$ cat src/tpw_pkg.sv
// tpw_pkg: register map, field layout and codes of the 8-bit pwm timer.
// assumes a 32-bit classic wishbone bus; registers sit in the low byte.
package tpw_pkg;

    localparam int ADR_W = 8;
    localparam int DAT_W = 32;
    localparam int CNT_W = 8;
    localparam int PRE_W = 10;

    // byte addresses, one aligned word each
    localparam logic [ADR_W-1:0] OFS_CTRL_A = 8'h00;
    localparam logic [ADR_W-1:0] OFS_CTRL_B = 8'h04;
    localparam logic [ADR_W-1:0] OFS_COUNT = 8'h08;
    localparam logic [ADR_W-1:0] OFS_CMP_A = 8'h0C;
    localparam logic [ADR_W-1:0] OFS_CMP_B = 8'h10;
    localparam logic [ADR_W-1:0] OFS_FLAGS = 8'h14;
    localparam logic [ADR_W-1:0] OFS_PORT = 8'h18;

    // control A: action A [7:6], action B [5:4], low mode bits [1:0]
    localparam int ACT_A_LSB = 6;
    localparam int ACT_B_LSB = 4;
    localparam int WGM_LSB = 0;
    // control B: mode extension bit 3, prescale select [2:0]
    localparam int EXT_BIT = 3;
    localparam int PSEL_LSB = 0;
    // flags: overflow 0, compare a 1, compare b 2
    localparam int FLG_OVF = 0;
    localparam int FLG_CMPA = 1;
    localparam int FLG_CMPB = 2;
    // port: direction a 0, direction b 1, port level a 2, port level b 3
    localparam int DIR_A = 0;
    localparam int DIR_B = 1;
    localparam int LVL_A = 2;
    localparam int LVL_B = 3;

    localparam logic [2:0] MODE_FAST_FF = 3'h3;
    localparam logic [2:0] MODE_FAST_CA = 3'h7;
    localparam logic [2:0] MODE_PC_FF = 3'h1;
    localparam logic [2:0] MODE_PC_CA = 3'h5;

    localparam logic [1:0] ACT_NONE = 2'h0;
    localparam logic [1:0] ACT_TOGGLE = 2'h1;
    localparam logic [1:0] ACT_NONINV = 2'h2;
    localparam logic [1:0] ACT_INV = 2'h3;

    // prescale select codes: stopped, 1, 8, 64, 256, 1024
    localparam logic [2:0] PS_STOP = 3'h0;
    localparam logic [2:0] PS_1 = 3'h1;
    localparam logic [2:0] PS_8 = 3'h2;
    localparam logic [2:0] PS_64 = 3'h3;
    localparam logic [2:0] PS_256 = 3'h4;
    localparam logic [2:0] PS_1024 = 3'h5;

    localparam logic [CNT_W-1:0] CNT_BOTTOM = 8'h00;
    localparam logic [CNT_W-1:0] CNT_MAX = 8'hFF;
    localparam logic [7:0] REG_RESET = 8'h00;

    typedef enum logic [1:0] {
        TPW_NORMAL,
        TPW_FAST,
        TPW_PHASE
    } tpw_kind_e;

    typedef struct packed {
        logic cyc;
        logic stb;
        logic we;
        logic [3:0] sel;
        logic [ADR_W-1:0] adr;
        logic [DAT_W-1:0] dat;
    } tpw_wb_req_s;

    typedef struct packed {
        logic ack;
        logic [DAT_W-1:0] dat;
    } tpw_wb_rsp_s;

    typedef struct packed {
        logic val;
        logic oe;
    } tpw_pin_s;

endpackage

$ cat src/tpw_timer.sv
// tpw_timer: 8-bit timer with fast and phase correct pwm on two outputs.
// assumes one clock, wishbone classic master on the same clock, and pins
// that are output only (enable high while the pin is driven).
//
// Behaviour
// - modes 3 and 7 count up, restart bottom
// - fast top is 0xFF or compare A
// - fast: clear on match, set bottom; inverted opposite
// - clear at tick after top; output changes then
// - fast overflow flag set at tick after top, as counter wraps to bottom
// - fast toggle on A only with extension bit
// - fast toggle uses buffered compare value
// - fast extremes: spike at zero, constant at max
// - prescale divides clock by 1,8,64,256,1024
// - modes 1 and 5 count up then down
// - phase top is 0xFF or compare A
// - phase: clear on up match, set down
// - counter holds top for one tick
// - phase overflow flag set at bottom
// - phase modes 2,3 pwm; toggle A only
// - phase period 510 ticks at top 0xFF (twice top otherwise), prescaled clock
// - phase extremes give constant low or high
// - leaving max switches output at bottom
// - missed up match still switches at bottom
// - synchronous apart from the asynchronous reset, tick is clock enable only
// - pin driven only when direction is output
// - action zero leaves pin to port use
`timescale 1ns/1ps

module tpw_timer
    import tpw_pkg::*;
(
    // clock and reset
    input wire logic CLK,
    input wire logic SYS_RST,
    // wishbone classic slave
    input wire tpw_pkg::tpw_wb_req_s WB_REQ,
    output tpw_pkg::tpw_wb_rsp_s WB_RSP,
    // compare output pins
    output tpw_pkg::tpw_pin_s PIN_A,
    output tpw_pkg::tpw_pin_s PIN_B,
    // overflow level for observers
    output logic OVF_FLAG
);
    import tpw_pkg::*;

    typedef struct packed {
        logic [7:0] ctrl_a;
        logic [7:0] ctrl_b;
        logic [7:0] port;
        logic [CNT_W-1:0] cnt;
        logic down;
        logic blk;
        logic saw_up_a;
        logic saw_up_b;
        logic [CNT_W-1:0] cmpa_sw;
        logic [CNT_W-1:0] cmpb_sw;
        logic [CNT_W-1:0] cmpa;
        logic [CNT_W-1:0] cmpb;
        logic oc_a;
        logic oc_b;
        logic [2:0] flags;
        logic [PRE_W-1:0] pre;
        tpw_wb_rsp_s rsp;
        tpw_pin_s pin_a;
        tpw_pin_s pin_b;
    } tpw_state_s;

    tpw_state_s s_q;
    tpw_state_s s_d;

    // one-clock enable from the free-running prescaler
    function automatic logic tick_of(input logic [2:0] psel,
                                     input logic [PRE_W-1:0] pre);
        case (psel)
            PS_1: tick_of = 1'b1;
            PS_8: tick_of = &pre[2:0];
            PS_64: tick_of = &pre[5:0];
            PS_256: tick_of = &pre[7:0];
            PS_1024: tick_of = &pre[9:0];
            default: tick_of = 1'b0;
        endcase
    endfunction

    // level that an up-counting match produces for the given action
    function automatic logic up_level(input logic [1:0] act);
        up_level = (act == ACT_INV);
    endfunction

    // pin driven only when direction is output; action zero shows the port level
    function automatic tpw_pin_s pin_of(input logic [1:0] act, input logic oc,
                                        input logic dir, input logic lvl);
        pin_of.oe = dir;
        pin_of.val = (act == ACT_NONE) ? lvl : oc;
    endfunction

    logic [2:0] mode;
    tpw_kind_e kind;
    logic [CNT_W-1:0] top;
    logic tick;
    logic [1:0] act_a;
    logic [1:0] act_b;
    logic ext;
    logic wb_go;
    logic [7:0] wr_byte;
    logic [7:0] rd_byte;

    always_comb begin
        mode = {s_q.ctrl_b[EXT_BIT], s_q.ctrl_a[WGM_LSB +: 2]};
        ext = s_q.ctrl_b[EXT_BIT];
        act_a = s_q.ctrl_a[ACT_A_LSB +: 2];
        act_b = s_q.ctrl_a[ACT_B_LSB +: 2];
        case (mode)
            MODE_FAST_FF, MODE_FAST_CA: kind = TPW_FAST;
            MODE_PC_FF, MODE_PC_CA: kind = TPW_PHASE;
            default: kind = TPW_NORMAL;
        endcase
        top = (mode == MODE_FAST_CA || mode == MODE_PC_CA) ? s_q.cmpa : CNT_MAX;
        tick = tick_of(s_q.ctrl_b[PSEL_LSB +: 3], s_q.pre);
        wb_go = WB_REQ.cyc && WB_REQ.stb && !s_q.rsp.ack;
        wr_byte = WB_REQ.dat[7:0];
        case (WB_REQ.adr)
            OFS_CTRL_A: rd_byte = s_q.ctrl_a & 8'hF3;
            OFS_CTRL_B: rd_byte = s_q.ctrl_b & 8'h0F;
            OFS_COUNT: rd_byte = s_q.cnt;
            OFS_CMP_A: rd_byte = s_q.cmpa_sw;
            OFS_CMP_B: rd_byte = s_q.cmpb_sw;
            OFS_FLAGS: rd_byte = {5'h00, s_q.flags};
            OFS_PORT: rd_byte = s_q.port & 8'h0F;
            default: rd_byte = 8'h00;
        endcase
    end

    // per-channel compare action; a is the only channel allowed to toggle
    logic match_a;
    logic match_b;
    logic at_top;
    logic at_bottom;

    always_comb begin
        at_top = (s_q.cnt == top);
        at_bottom = (s_q.cnt == CNT_BOTTOM);
        // a counter write suppresses the next tick's matches
        match_a = tick && !s_q.blk && (s_q.cnt == s_q.cmpa);
        match_b = tick && !s_q.blk && (s_q.cnt == s_q.cmpb);
    end

    always_comb begin
        s_d = s_q;
        s_d.pre = s_q.pre + 1'b1;
        if (tick) begin
            s_d.blk = 1'b0;
        end

        // counting
        if (tick) begin
            case (kind)
                TPW_FAST: begin
                    if (at_top) begin
                        s_d.cnt = CNT_BOTTOM;
                        s_d.flags[FLG_OVF] = 1'b1;
                        s_d.cmpa = s_q.cmpa_sw;
                        s_d.cmpb = s_q.cmpb_sw;
                    end else begin
                        s_d.cnt = s_q.cnt + 1'b1;
                    end
                end
                TPW_PHASE: begin
                    if (!s_q.down) begin
                        if (at_top) begin
                            // top shown for this one tick only
                            s_d.down = 1'b1;
                            s_d.cnt = s_q.cnt - 1'b1;
                            s_d.cmpa = s_q.cmpa_sw;
                            s_d.cmpb = s_q.cmpb_sw;
                        end else begin
                            s_d.cnt = s_q.cnt + 1'b1;
                        end
                    end else if (at_bottom) begin
                        s_d.down = 1'b0;
                        s_d.cnt = s_q.cnt + 1'b1;
                        s_d.flags[FLG_OVF] = 1'b1;
                    end else begin
                        s_d.cnt = s_q.cnt - 1'b1;
                    end
                end
                default: begin
                    // other modes: plain up counter, compares load at once
                    s_d.cnt = s_q.cnt + 1'b1;
                    s_d.cmpa = s_q.cmpa_sw;
                    s_d.cmpb = s_q.cmpb_sw;
                    if (s_q.cnt == CNT_MAX) begin
                        s_d.flags[FLG_OVF] = 1'b1;
                    end
                end
            endcase
        end

        if (match_a) begin
            s_d.flags[FLG_CMPA] = 1'b1;
        end
        if (match_b) begin
            s_d.flags[FLG_CMPB] = 1'b1;
        end

        // waveform, channel a
        if (tick && kind == TPW_FAST) begin
            if (act_a == ACT_TOGGLE && ext) begin
                if (match_a) begin
                    s_d.oc_a = !s_q.oc_a;
                end
            end else if (act_a[1]) begin
                if (at_top) begin
                    // bottom level wins; a match at top is ignored
                    s_d.oc_a = !up_level(act_a);
                end else if (match_a) begin
                    s_d.oc_a = up_level(act_a);
                end
            end
        end
        if (tick && kind == TPW_PHASE) begin
            if (act_a == ACT_TOGGLE && ext) begin
                if (match_a) begin
                    s_d.oc_a = !s_q.oc_a;
                end
            end else if (act_a[1]) begin
                if (s_q.cmpa == top) begin
                    if (at_top && !s_q.down) begin
                        s_d.oc_a = !up_level(act_a);
                    end
                end else if (match_a && (!s_q.down || at_bottom)) begin
                    s_d.oc_a = up_level(act_a);
                    s_d.saw_up_a = 1'b1;
                end else if (match_a) begin
                    s_d.oc_a = !up_level(act_a);
                end else if (s_q.down && at_bottom && !s_q.saw_up_a) begin
                    // keeps the pulse centred when an up match was skipped
                    s_d.oc_a = up_level(act_a);
                end
                if (s_q.down && at_bottom && s_q.cmpa != CNT_BOTTOM) begin
                    s_d.saw_up_a = 1'b0;
                end
            end
        end

        // waveform, channel b: no toggle option
        if (tick && kind == TPW_FAST && act_b[1]) begin
            if (at_top) begin
                s_d.oc_b = !up_level(act_b);
            end else if (match_b) begin
                s_d.oc_b = up_level(act_b);
            end
        end
        if (tick && kind == TPW_PHASE && act_b[1]) begin
            if (s_q.cmpb == top) begin
                if (at_top && !s_q.down) begin
                    s_d.oc_b = !up_level(act_b);
                end
            end else if (match_b && (!s_q.down || at_bottom)) begin
                s_d.oc_b = up_level(act_b);
                s_d.saw_up_b = 1'b1;
            end else if (match_b) begin
                s_d.oc_b = !up_level(act_b);
            end else if (s_q.down && at_bottom && !s_q.saw_up_b) begin
                s_d.oc_b = up_level(act_b);
            end
            if (s_q.down && at_bottom && s_q.cmpb != CNT_BOTTOM) begin
                s_d.saw_up_b = 1'b0;
            end
        end

        // bus: answer one cycle after the request is seen
        s_d.rsp.ack = wb_go;
        s_d.rsp.dat = wb_go ? {24'h000000, rd_byte} : '0;
        if (wb_go && WB_REQ.we && WB_REQ.sel[0]) begin
            case (WB_REQ.adr)
                OFS_CTRL_A: s_d.ctrl_a = wr_byte & 8'hF3;
                OFS_CTRL_B: s_d.ctrl_b = wr_byte & 8'h0F;
                OFS_COUNT: begin
                    s_d.cnt = wr_byte;
                    s_d.blk = 1'b1;
                end
                OFS_CMP_A: s_d.cmpa_sw = wr_byte;
                OFS_CMP_B: s_d.cmpb_sw = wr_byte;
                // write one to clear; a same-cycle set wins only if the flag was clear
                OFS_FLAGS: s_d.flags = (s_d.flags & ~wr_byte[2:0]) | (s_d.flags & ~s_q.flags);
                OFS_PORT: s_d.port = wr_byte & 8'h0F;
                default: ;
            endcase
        end

        s_d.pin_a = pin_of(act_a, s_d.oc_a, s_d.port[DIR_A], s_d.port[LVL_A]);
        s_d.pin_b = pin_of(act_b, s_d.oc_b, s_d.port[DIR_B], s_d.port[LVL_B]);
    end

    always_ff @(posedge CLK or posedge SYS_RST) begin
        if (SYS_RST) begin
            s_q <= '0;
        end else begin
            s_q <= s_d;
        end
    end

    assign WB_RSP = s_q.rsp;
    assign PIN_A = s_q.pin_a;
    assign PIN_B = s_q.pin_b;
    assign OVF_FLAG = s_q.flags[FLG_OVF];

endmodule

$ cat config.mk
export PLATFORM = sky130hd
export DESIGN_NAME = tpw_timer
export DESIGN_NICKNAME = d
export VERILOG_FILES = /design/src/tpw_pkg.sv /design/src/tpw_timer.sv
export SDC_FILE = /design/constraint.sdc
export NUM_CORES = 1
export LEC_CHECK = 0
export BUFFER_PORTS_ARGS = -buffer_cell sky130_fd_sc_hd__buf_2
export CORE_UTILIZATION = 47
export CTS_CLUSTER_SIZE = 30
export DETAILED_ROUTE_END_ITERATION = 8
export PLACE_DENSITY = 0.73
export SLEW_MARGIN = 40
export SYNTH_ARGS = -nofsm -noshare
export SYNTH_HDL_FRONTEND = slang
export SYNTH_SLANG_ARGS = --single-unit
$ cat constraint.sdc
create_clock -name CLK -period 8.7 [get_ports CLK]
set_clock_uncertainty 0.15 [all_clocks]
set_input_delay 2.175 -clock CLK [delete_from_list [all_inputs] [get_ports CLK]]
set_output_delay 2.175 -clock CLK [all_outputs]
set_load 0.01 [all_outputs]
======== Word-level counts from Yosys, hierarchy flattened ========
Index checks and enable logic that the tools add are counted.
word-level totals
  output and inout bits ................... 38
  word-level logic and storage cells ...... 177
  flip-flop bits (word level) ............. 86
  input port bits ......................... 49
operators by class
  equality and inequality tests ........... 29
  $add $sub $neg .......................... 3
  bitwise logic cells ..................... 6
  reductions and logical operators ........ 52
  multiplexer cells ....................... 65
operators with widths
  cell                                                                   count
  8-bit one-hot mux with 7 select lines                                  1
  8-bit two-way mux                                                      6
  1-bit two-way mux                                                      45
  8-bit equality test                                                    5
  16-bit two-way mux                                                     2
  16-bit one-hot mux with 2 select lines                                 1
  8-bit by 5-bit equality test with 1-bit output, second input constant  3
  1-bit logical AND                                                      20
  9-bit two-way mux                                                      2
  8-bit by 4-bit equality test with 1-bit output, second input constant  2
  8-bit zero test                                                        2
  8-bit one-hot mux with 2 select lines                                  1
  8-bit nonzero test                                                     2
  3-bit equality test, second input constant                             4
  12-bit two-way mux                                                     1
  2-bit AND reduction                                                    6
  10-bit by 1-bit adder with 10-bit output, second input constant        1
  10-bit AND reduction                                                   1
  3-bit by 2-bit equality test with 1-bit output, second input constant  3
  8-bit by 1-bit adder with 8-bit output, second input constant          1
  8-bit by 3-bit equality test with 1-bit output, second input constant  1
  8-bit equality test, second input constant                             1
  1-bit zero test                                                        8
  8-bit AND reduction                                                    1
  22 further kinds                                                       35

======== Logic depth before layout (Yosys ltp) ========
Gate-level depths: netlist (run 1).
  word-level depth ........................ 17
  gate-level depth with buffers ........... 12
  depth with buffers taken out ............ 10

======== Worst setup path before layout (run 1) ========
OpenSTA, ideal clock, no wires.
  kind .................................... input-to-reg
  start point ............................. input port WB_REQ[33] (netlist bit)
  end point ............................... register s_q, in the netlist PIN_B[1]
  cell stages on the path ................. 8
  arrival time ............................ 3.958 ns
  setup time .............................. 0.133 ns
  data required time ...................... 8.417 ns
  path buffers ............................ 0
  slack ................................... 4.459 ns
  cell sequence ........................... or4_1 nor2_1 nand2_1 nor3b_1 nand2_1 mux2_2 nor2_1 a31oi_1
RTL lines
  item                  line              RTL
  from (decl)           tpw_timer.sv:37   input wire tpw_pkg::tpw_wb_req_s WB_REQ,
  to (signal assigned)  tpw_timer.sv:298  s_q <= '0;
  to (signal assigned)  tpw_timer.sv:300  s_q <= s_d;
  to (decl)             tpw_timer.sv:69   tpw_state_s s_q;

==> results.md, run 1 <==
* Placed Instances at 694
* Dpl hpwl at 9630 um
* Rows at 38
* Initial antenna violation count at 0
* # diodes at 0
* H-tree depth at 3
* Post-Synth Adder-Cell Area at 0.0161
* Grt total ovfl at 0
* EDFF count, synth at 0
* Period utilization at 0.518
* Synth top area share at 0.387
* Count leader, synth: dfrtp_1
* Vias at 4,441
* Flop2flop setup slack at 5290 ps
* HP Start: s_q[37]$_DFF_PP0_
* First-pass GRT wire length at 22,300 um
* Status: finished, final reports clean
* Largest net degree at the start of global routing at 85
* Post-synthesis instance area at 0.00543 mm^2
* Root Driver: clkbuf_16
* Final core utilization at 0.521
* FF-to-FF Start: s_q[88]$_DFF_PP0_
* Relative slew slack at 0.476
* Die H at 110 um
* Yosys reg bits at 84
* Worst Path Max Fanout at 18
* Final setup fails at 0
* Hold path depth at 1
* IO Pins at 87
* GP Congestion at 0.932
* Sequential Area at 0.00210 mm^2
* Initial core utilization at 0.493
* Drt via density at 6.25
* Synthesis Warnings at 0
* Final nets at 621
* Post-CTS resize count at 0
* Yosys cell types at 76
* Cts hold-fix bufs at 0
* Largest family of logic cells by synthesized area: simple AND/OR/NAND/NOR gates
* Pins Over Slew Limit at 0
* Critical path class: in -> reg
* Commonest cells post-synth: dfrtp_1, nand2_1, buf_4
* Fill cell count at 984
* Compound-Gate Fraction of Synth Area at 0.151
* Die footprint at 0.0120 mm^2
* Critical Path Source Type: primary input
* Routed Antenna Nets at 0
* LEAKAGE at 2.51 nW
* CTS Buf Count at 9
* Post-synthesis mux area share at 0.108
* R2r endpoint: s_q[54]$_DFFE_PP0P_
* Final WL at 13,900 um
* Critical Path AT at 4580 ps
* Worst min path class: reg -> reg
* Min Tclk post-route at 4500 ps
* Reg2Reg Depth at 6
* CP Capture Type: flop
* Max-Cap Viols at 0
* Starting DRT DRC Count at 286
* Synthesis-to-finish area growth at 5.80%
* Syn Area/Cell at 9.56 um^2
* Pwr dens at 148 mW/mm^2
* Skew-Pair Late Insertion Delay at 350 ps
* Synth area leaders: dfrtp_1, mux2_2, buf_4
* Clock transition at path regs at 70 ps
* Core area at 0.0110 mm^2
* Drt wl/cell at 19.5 um
* Max Fclk at 0.222 GHz
* DRC at 0
* Share of cells above drive strength 1 at 0.205
* Post-Synthesis Cells at 568
* Drt first pass iters at 7
* Leading area contributor after synthesis: dfrtp_1
* WHS Endpoint: s_q[37]$_DFF_PP0_
* Die W at 110 um
* Post-synthesis simple-gate area fraction at 0.192
* Post-Synth XOR/XNOR Area at 0.0516
* CTS Buffer Depth at 2
* Post-CTS setup buffer count at 0
* CTS tree: built
* CTS Sinks at 84
* Fraction of registers with async set/reset at 1.00
* Critical Path RT at 8770 ps
* Post-synthesis sequential area ratio at 0.387
* Worst slew pin tran at 783 ps
* Setup TNS at 0 ps
* Non-Filler Instances at 710
* Total track usage at 0.248
* Ys flop type: dfrtp_1
* RSZ-0062 raised after global routing: false
* Peak supply drop at 113 uV
* Hold Violations, Final at 0
* Multi-input logic area at 0.00290 mm^2
* Vias in the first global route at 4,280
* Port bufs at 35
-- cell families (layout without fill, tap and decap cells) --
kind of cell	count (synthesis)	in the layout
simple gates	195	195
compound gates	114	114
buf+inv	86	65
flops	84	84
mux	49	49
xor+xnor	32	32
fa+ha+maj	7	7
other cells	1	24
-- metal layers --
metal / vias up / part of all wire / track usage / routed length, um
met3: 37 / 0.064 / 0.0385 / 890
li1: 2005 / - / - / -
met1: 2197 / 0.43 / 0.322 / 5990
met4: 0 / 0.034 / 0.127 / 473
met5: - / 0 / 0 / 0
met2: 202 / 0.47 / 0.402 / 6500
-- cells in the final DEF, fill, tap and decap left out, types with 6 or more instances in the layout --
master      n
a21oi_1    25
a22oi_1    11
a31oi_1    14
and3_1      6
buf_2      35
clkbuf_16   9
conb_1     24
dfrtp_1    84
ha_1        7
inv_1      12
mux2_2     35
mux2_4     10
nand2_1    60
nand3_1    20
nand4bb_1   7
nor2_1     37
nor3_1     12
nor4_1     13
o21ai_0    11
xnor2_1    20
xor2_1     12
-- power by group --
part / switching (mW) / internal [mW] / leakage, nW
Combinational: 0.0225 / 0.00790 / 1.26
Clock: 0.172 / 0.256 / 0.155
Sequential: 0.00278 / 0.392 / 1.10
-- worst max-delay path, stage by stage --
cell and delay, ps:
buf_2 90, or4_1 530, nor2_1 150, nand2_1 130, nor3_2 540, nand2_1 550, o21ai_0 330, nand2_1 70
-- registers in the layout, summed over array words and instances, names as in the netlist --
signal    flops
PIN_A         1
s_q          65
OVF_FLAG      1
act_b         2
ext           1
WB_RSP        9
PIN_B         1
mode          2
act_a         2
-- worst max-delay path by stage --
stage / start / slack [ps] / endpoint / cells past startpoint
finish: WB_REQ[33] / 4200 / s_q[92]$_DFF_PP0_ / 8
global route: WB_REQ[33] / 3950 / s_q[92]$_DFF_PP0_ / 8
detailed placement: WB_REQ[33] / 3870 / s_q[92]$_DFF_PP0_ / 8
CTS: WB_REQ[33] / 4220 / s_q[92]$_DFF_PP0_ / 8
floorplan: SYS_RST / 4210 / OVF_FLAG$_DFF_PP0_ / 1
global placement: WB_REQ[33] / 3930 / s_q[92]$_DFF_PP0_ / 8
-- final cells by class --
cell class	count	area share
well taps	140	0.0305
multi-input cells	421	0.505
inverters	13	0.00871
clock inverters	7	0.0181
flip-flops and latches	84	0.366
repair buffers	36	0.0329
clock buffers	9	0.0392
-- per-stage QoR --
| stage | setup WS [ps] | power, mW | instance area (um^2) | hold WS, ps |
|---|---|---|---|---|
| CTS | 4220 | 0.855 | 5740 | 299 |
| floorplan | 4210 | 0.428 | 5520 | 271 |
| global placement | 3930 | 0.431 | 5410 | 285 |
| detailed placement | 3870 | 0.433 | 5420 | 290 |
| finish | 4200 | 0.852 | 5750 | 301 |
| global route | 3950 | 0.878 | 5750 | 304 |
No activity file was read; power rests on OpenSTA's default activity.
==> run 2, diff against run 1 <==
Settings changed: ABC_AREA set to 1, PLACE_DENSITY 0.73 to 0.74.
Clock period 8.7 ns to 4.5 ns, I/O delays scaled along.
==> results.md, run 2 <==
* Status: finished, final reports clean
* Skew-Pair Late Insertion Delay at 370 ps
* Pwr dens at 302 mW/mm^2
* RSZ-0062 raised after global routing: false
* Synthesis-to-finish area growth at 6.31%
* Delay-heaviest family, CP: simple AND/OR/NAND/NOR gates
* Max reg flops at 65
* Die W at 107 um
* GP Congestion at 0.988
* Min Tclk post-route at 2990 ps
* Synth top area share at 0.403
* CTS Sinks at 84
* Pins Over Slew Limit at 0
* Max Fclk at 0.335 GHz
* Rows at 38
* Post-Synthesis Cells at 693
* Power share of the sequential group at 0.502
* Initial core utilization at 0.481
* Critical Path Source Type: primary input
* Clk pwr share at 0.343
* Drt first pass iters at 5
* Synth area leaders: dfrtp_1, nand2_1, inv_1
* Final setup fails at 0
* Slowest CP cell: nand2_1
* Leading area contributor after synthesis: dfrtp_1
* Post-CTS setup buffer count at 0
* Peak supply drop at 203 uV
* Critical path class: in -> reg
* Max-Cap Viols at 0
* Syn Area/Cell at 7.53 um^2
* Cts hold-fix bufs at 0
* Commonest cells post-synth: nand2_1, inv_1, dfrtp_1
* H-tree depth at 3
* Starting DRT DRC Count at 398
* Critical Path AT at 3120 ps
* # diodes at 0
* Root Driver: clkbuf_8
* IO Pins at 87
* Sw Pwr at 0.524 mW
* Fill cell count at 1,069
* Placed Instances at 842
* Core area at 0.0108 mm^2
* Non-Filler Instances at 858
* Die footprint at 0.0115 mm^2
* Flop2flop setup slack at 1530 ps
* Hold Violations, Final at 0
* Die H at 107 um
* Final nets at 769
* Synthesis Warnings at 0
* Post-synthesis sequential area ratio at 0.403
* Grt total ovfl at 0
* Port bufs at 35
* CTS Buffer Depth at 2
* CP Capture Type: flop
* Drt wl/cell at 16.4 um
* Most frequent cells in the layout: nand2_1, inv_1, dfrtp_1, nor2_1, o21ai_0
* CTS tree: built
* Initial antenna violation count at 0
* Max stage delay on crit path at 420 ps
* Setup TNS at 0 ps
* Vias in the first global route at 4,377
* Vias at 4,722
* Routed Antenna Nets at 0
* First-pass GRT wire length at 22,100 um
* Final WL at 14,000 um
* Crit path buffers/inverters at 2
* LEAKAGE at 2.70 nW
* Worst slew pin tran at 672 ps
* Clock transition at path regs at 90 ps
* Worst Path Max Fanout at 16
* Final core utilization at 0.511
* EDFF count, synth at 0
* Largest Register: s_q
* Ys flop type: dfrtp_1
* Dpl hpwl at 10,900 um
* Fraction of registers with async set/reset at 1.00
* Largest net degree at the start of global routing at 36
* Share of cells above drive strength 1 at 0.102
* DRC at 0
* Sw Ratio at 0.313
* Post-CTS resize count at 0
* Total track usage at 0.256
* Yosys cell types at 47
* Yosys reg bits at 84
* CTS Buf Count at 9
* Commonest non-fill, non-tap cell in the layout: nand2_1
* Worst min path class: reg -> reg
* Crit-path cells: buf_2, or3_1, nor2_1, inv_2, nor4_4, nand2_1, o21ai_0
* Drt via density at 5.50
* Cell-internal power at 1.15 mW
* Comb pwr share at 0.155
* Post-synthesis instance area at 0.00522 mm^2
* Period utilization at 0.664
* Count leader, synth: nand2_1
* Critical Path RT at 4630 ps
* Relative slew slack at 0.550
[run 2: changes by cell type in the layout (fill, tap and decap cells not counted), moves of 10 or more]
cell,before,now
o21ai_0,11,46
mux2_2,35,1
nand2_1,60,151
inv_1,12,89
mux2_4,10,0
nor2_1,37,74
xor2_1,12,24
a22oi_1,11,0
[run 2: per-stage QoR]
| stage | hold WS, ps | area [um^2] | setup slack (ps) | power [mW] |
|---|---|---|---|---|
| 2_1_floorplan | 272 | 5300 | 1060 | 1.05 |
| 3_3_place_gp | 286 | 5330 | 1260 | 1.10 |
| 3_5_place_dp | 298 | 5340 | 1140 | 1.11 |
| 4_1_cts | 309 | 5540 | 1540 | 1.68 |
| 5_1_grt | 318 | 5540 | 1260 | 1.75 |
| 6_report | 307 | 5540 | 1510 | 1.68 |
[run 2: cells by family (layout without fill, tap and decap cells)]
logic type,Yosys count,count (layout),share of synthesized area
buffers and inverters,150,152,0.138
adders and majority gates,7,7,0.0168
and+or+nand+nor,294,294,0.240
AOI/OAI and AO/OA,120,120,0.139
muxes,1,1,0.00216
other,1,24,0.000719
xor gates and xnor gates,36,36,0.0605
DFF,84,84,0.403
[run 2: worst register-to-register path: cells and delay by family, from the launching register on]
kind            cells  cell delay (ps)
flops               1              400
simple gates       15             1840
compound gates      2              240
fa+ha+maj           1              240
buf+inv             1               60
[run 2: area by class of cell]
cell class	instances	area (um^2)	share of cell area
clock buffers	10	138	0.0248
clock inverters	6	70.1	0.0126
inverters	95	358	0.0645
multi-input cells	482	2480	0.448
flip-flops and latches	84	2100	0.379
well taps	140	175	0.0316
repair buffers	41	218	0.0393
[run 2: metal layers]
layer  vias up  track usage  part of all wire
met4         0        0.121             0.035
met3        33       0.0424             0.063
li1       2239            -                 -
met1      2247        0.333              0.43
met2       203        0.416              0.47
met5         -            0                 0
[run 2: path summary, 6_finish.rpt]
| check | from | endpoint | cells after the start |
|---|---|---|---|
| hold reg to reg | s_q[37]$_DFF_PP0_ | s_q[37]$_DFF_PP0_ | 1 |
| hold / removal | s_q[37]$_DFF_PP0_ | s_q[37]$_DFF_PP0_ | 1 |
| max in group asynchronous | SYS_RST | mode[0]$_DFFE_PP0P_ | 3 |
| setup reg to reg | s_q[37]$_DFF_PP0_ | PIN_B[1]$_DFF_PP0_ | 19 |
| setup / recovery | WB_REQ[37] | s_q[81]$_DFFE_PP0P_ | 7 |
| min in group asynchronous | SYS_RST | s_q[104]$_DFFE_PP0P_ | 2 |
[run 2: power groups by stage]
stage	registers, mW	logic (mW)	clock network [mW]
after floorplan	0.817	0.235	0
after global placement	0.854	0.246	0
after detailed placement	0.855	0.255	0
after CTS	0.840	0.257	0.586
after global routing	0.846	0.289	0.616
final	0.842	0.260	0.575
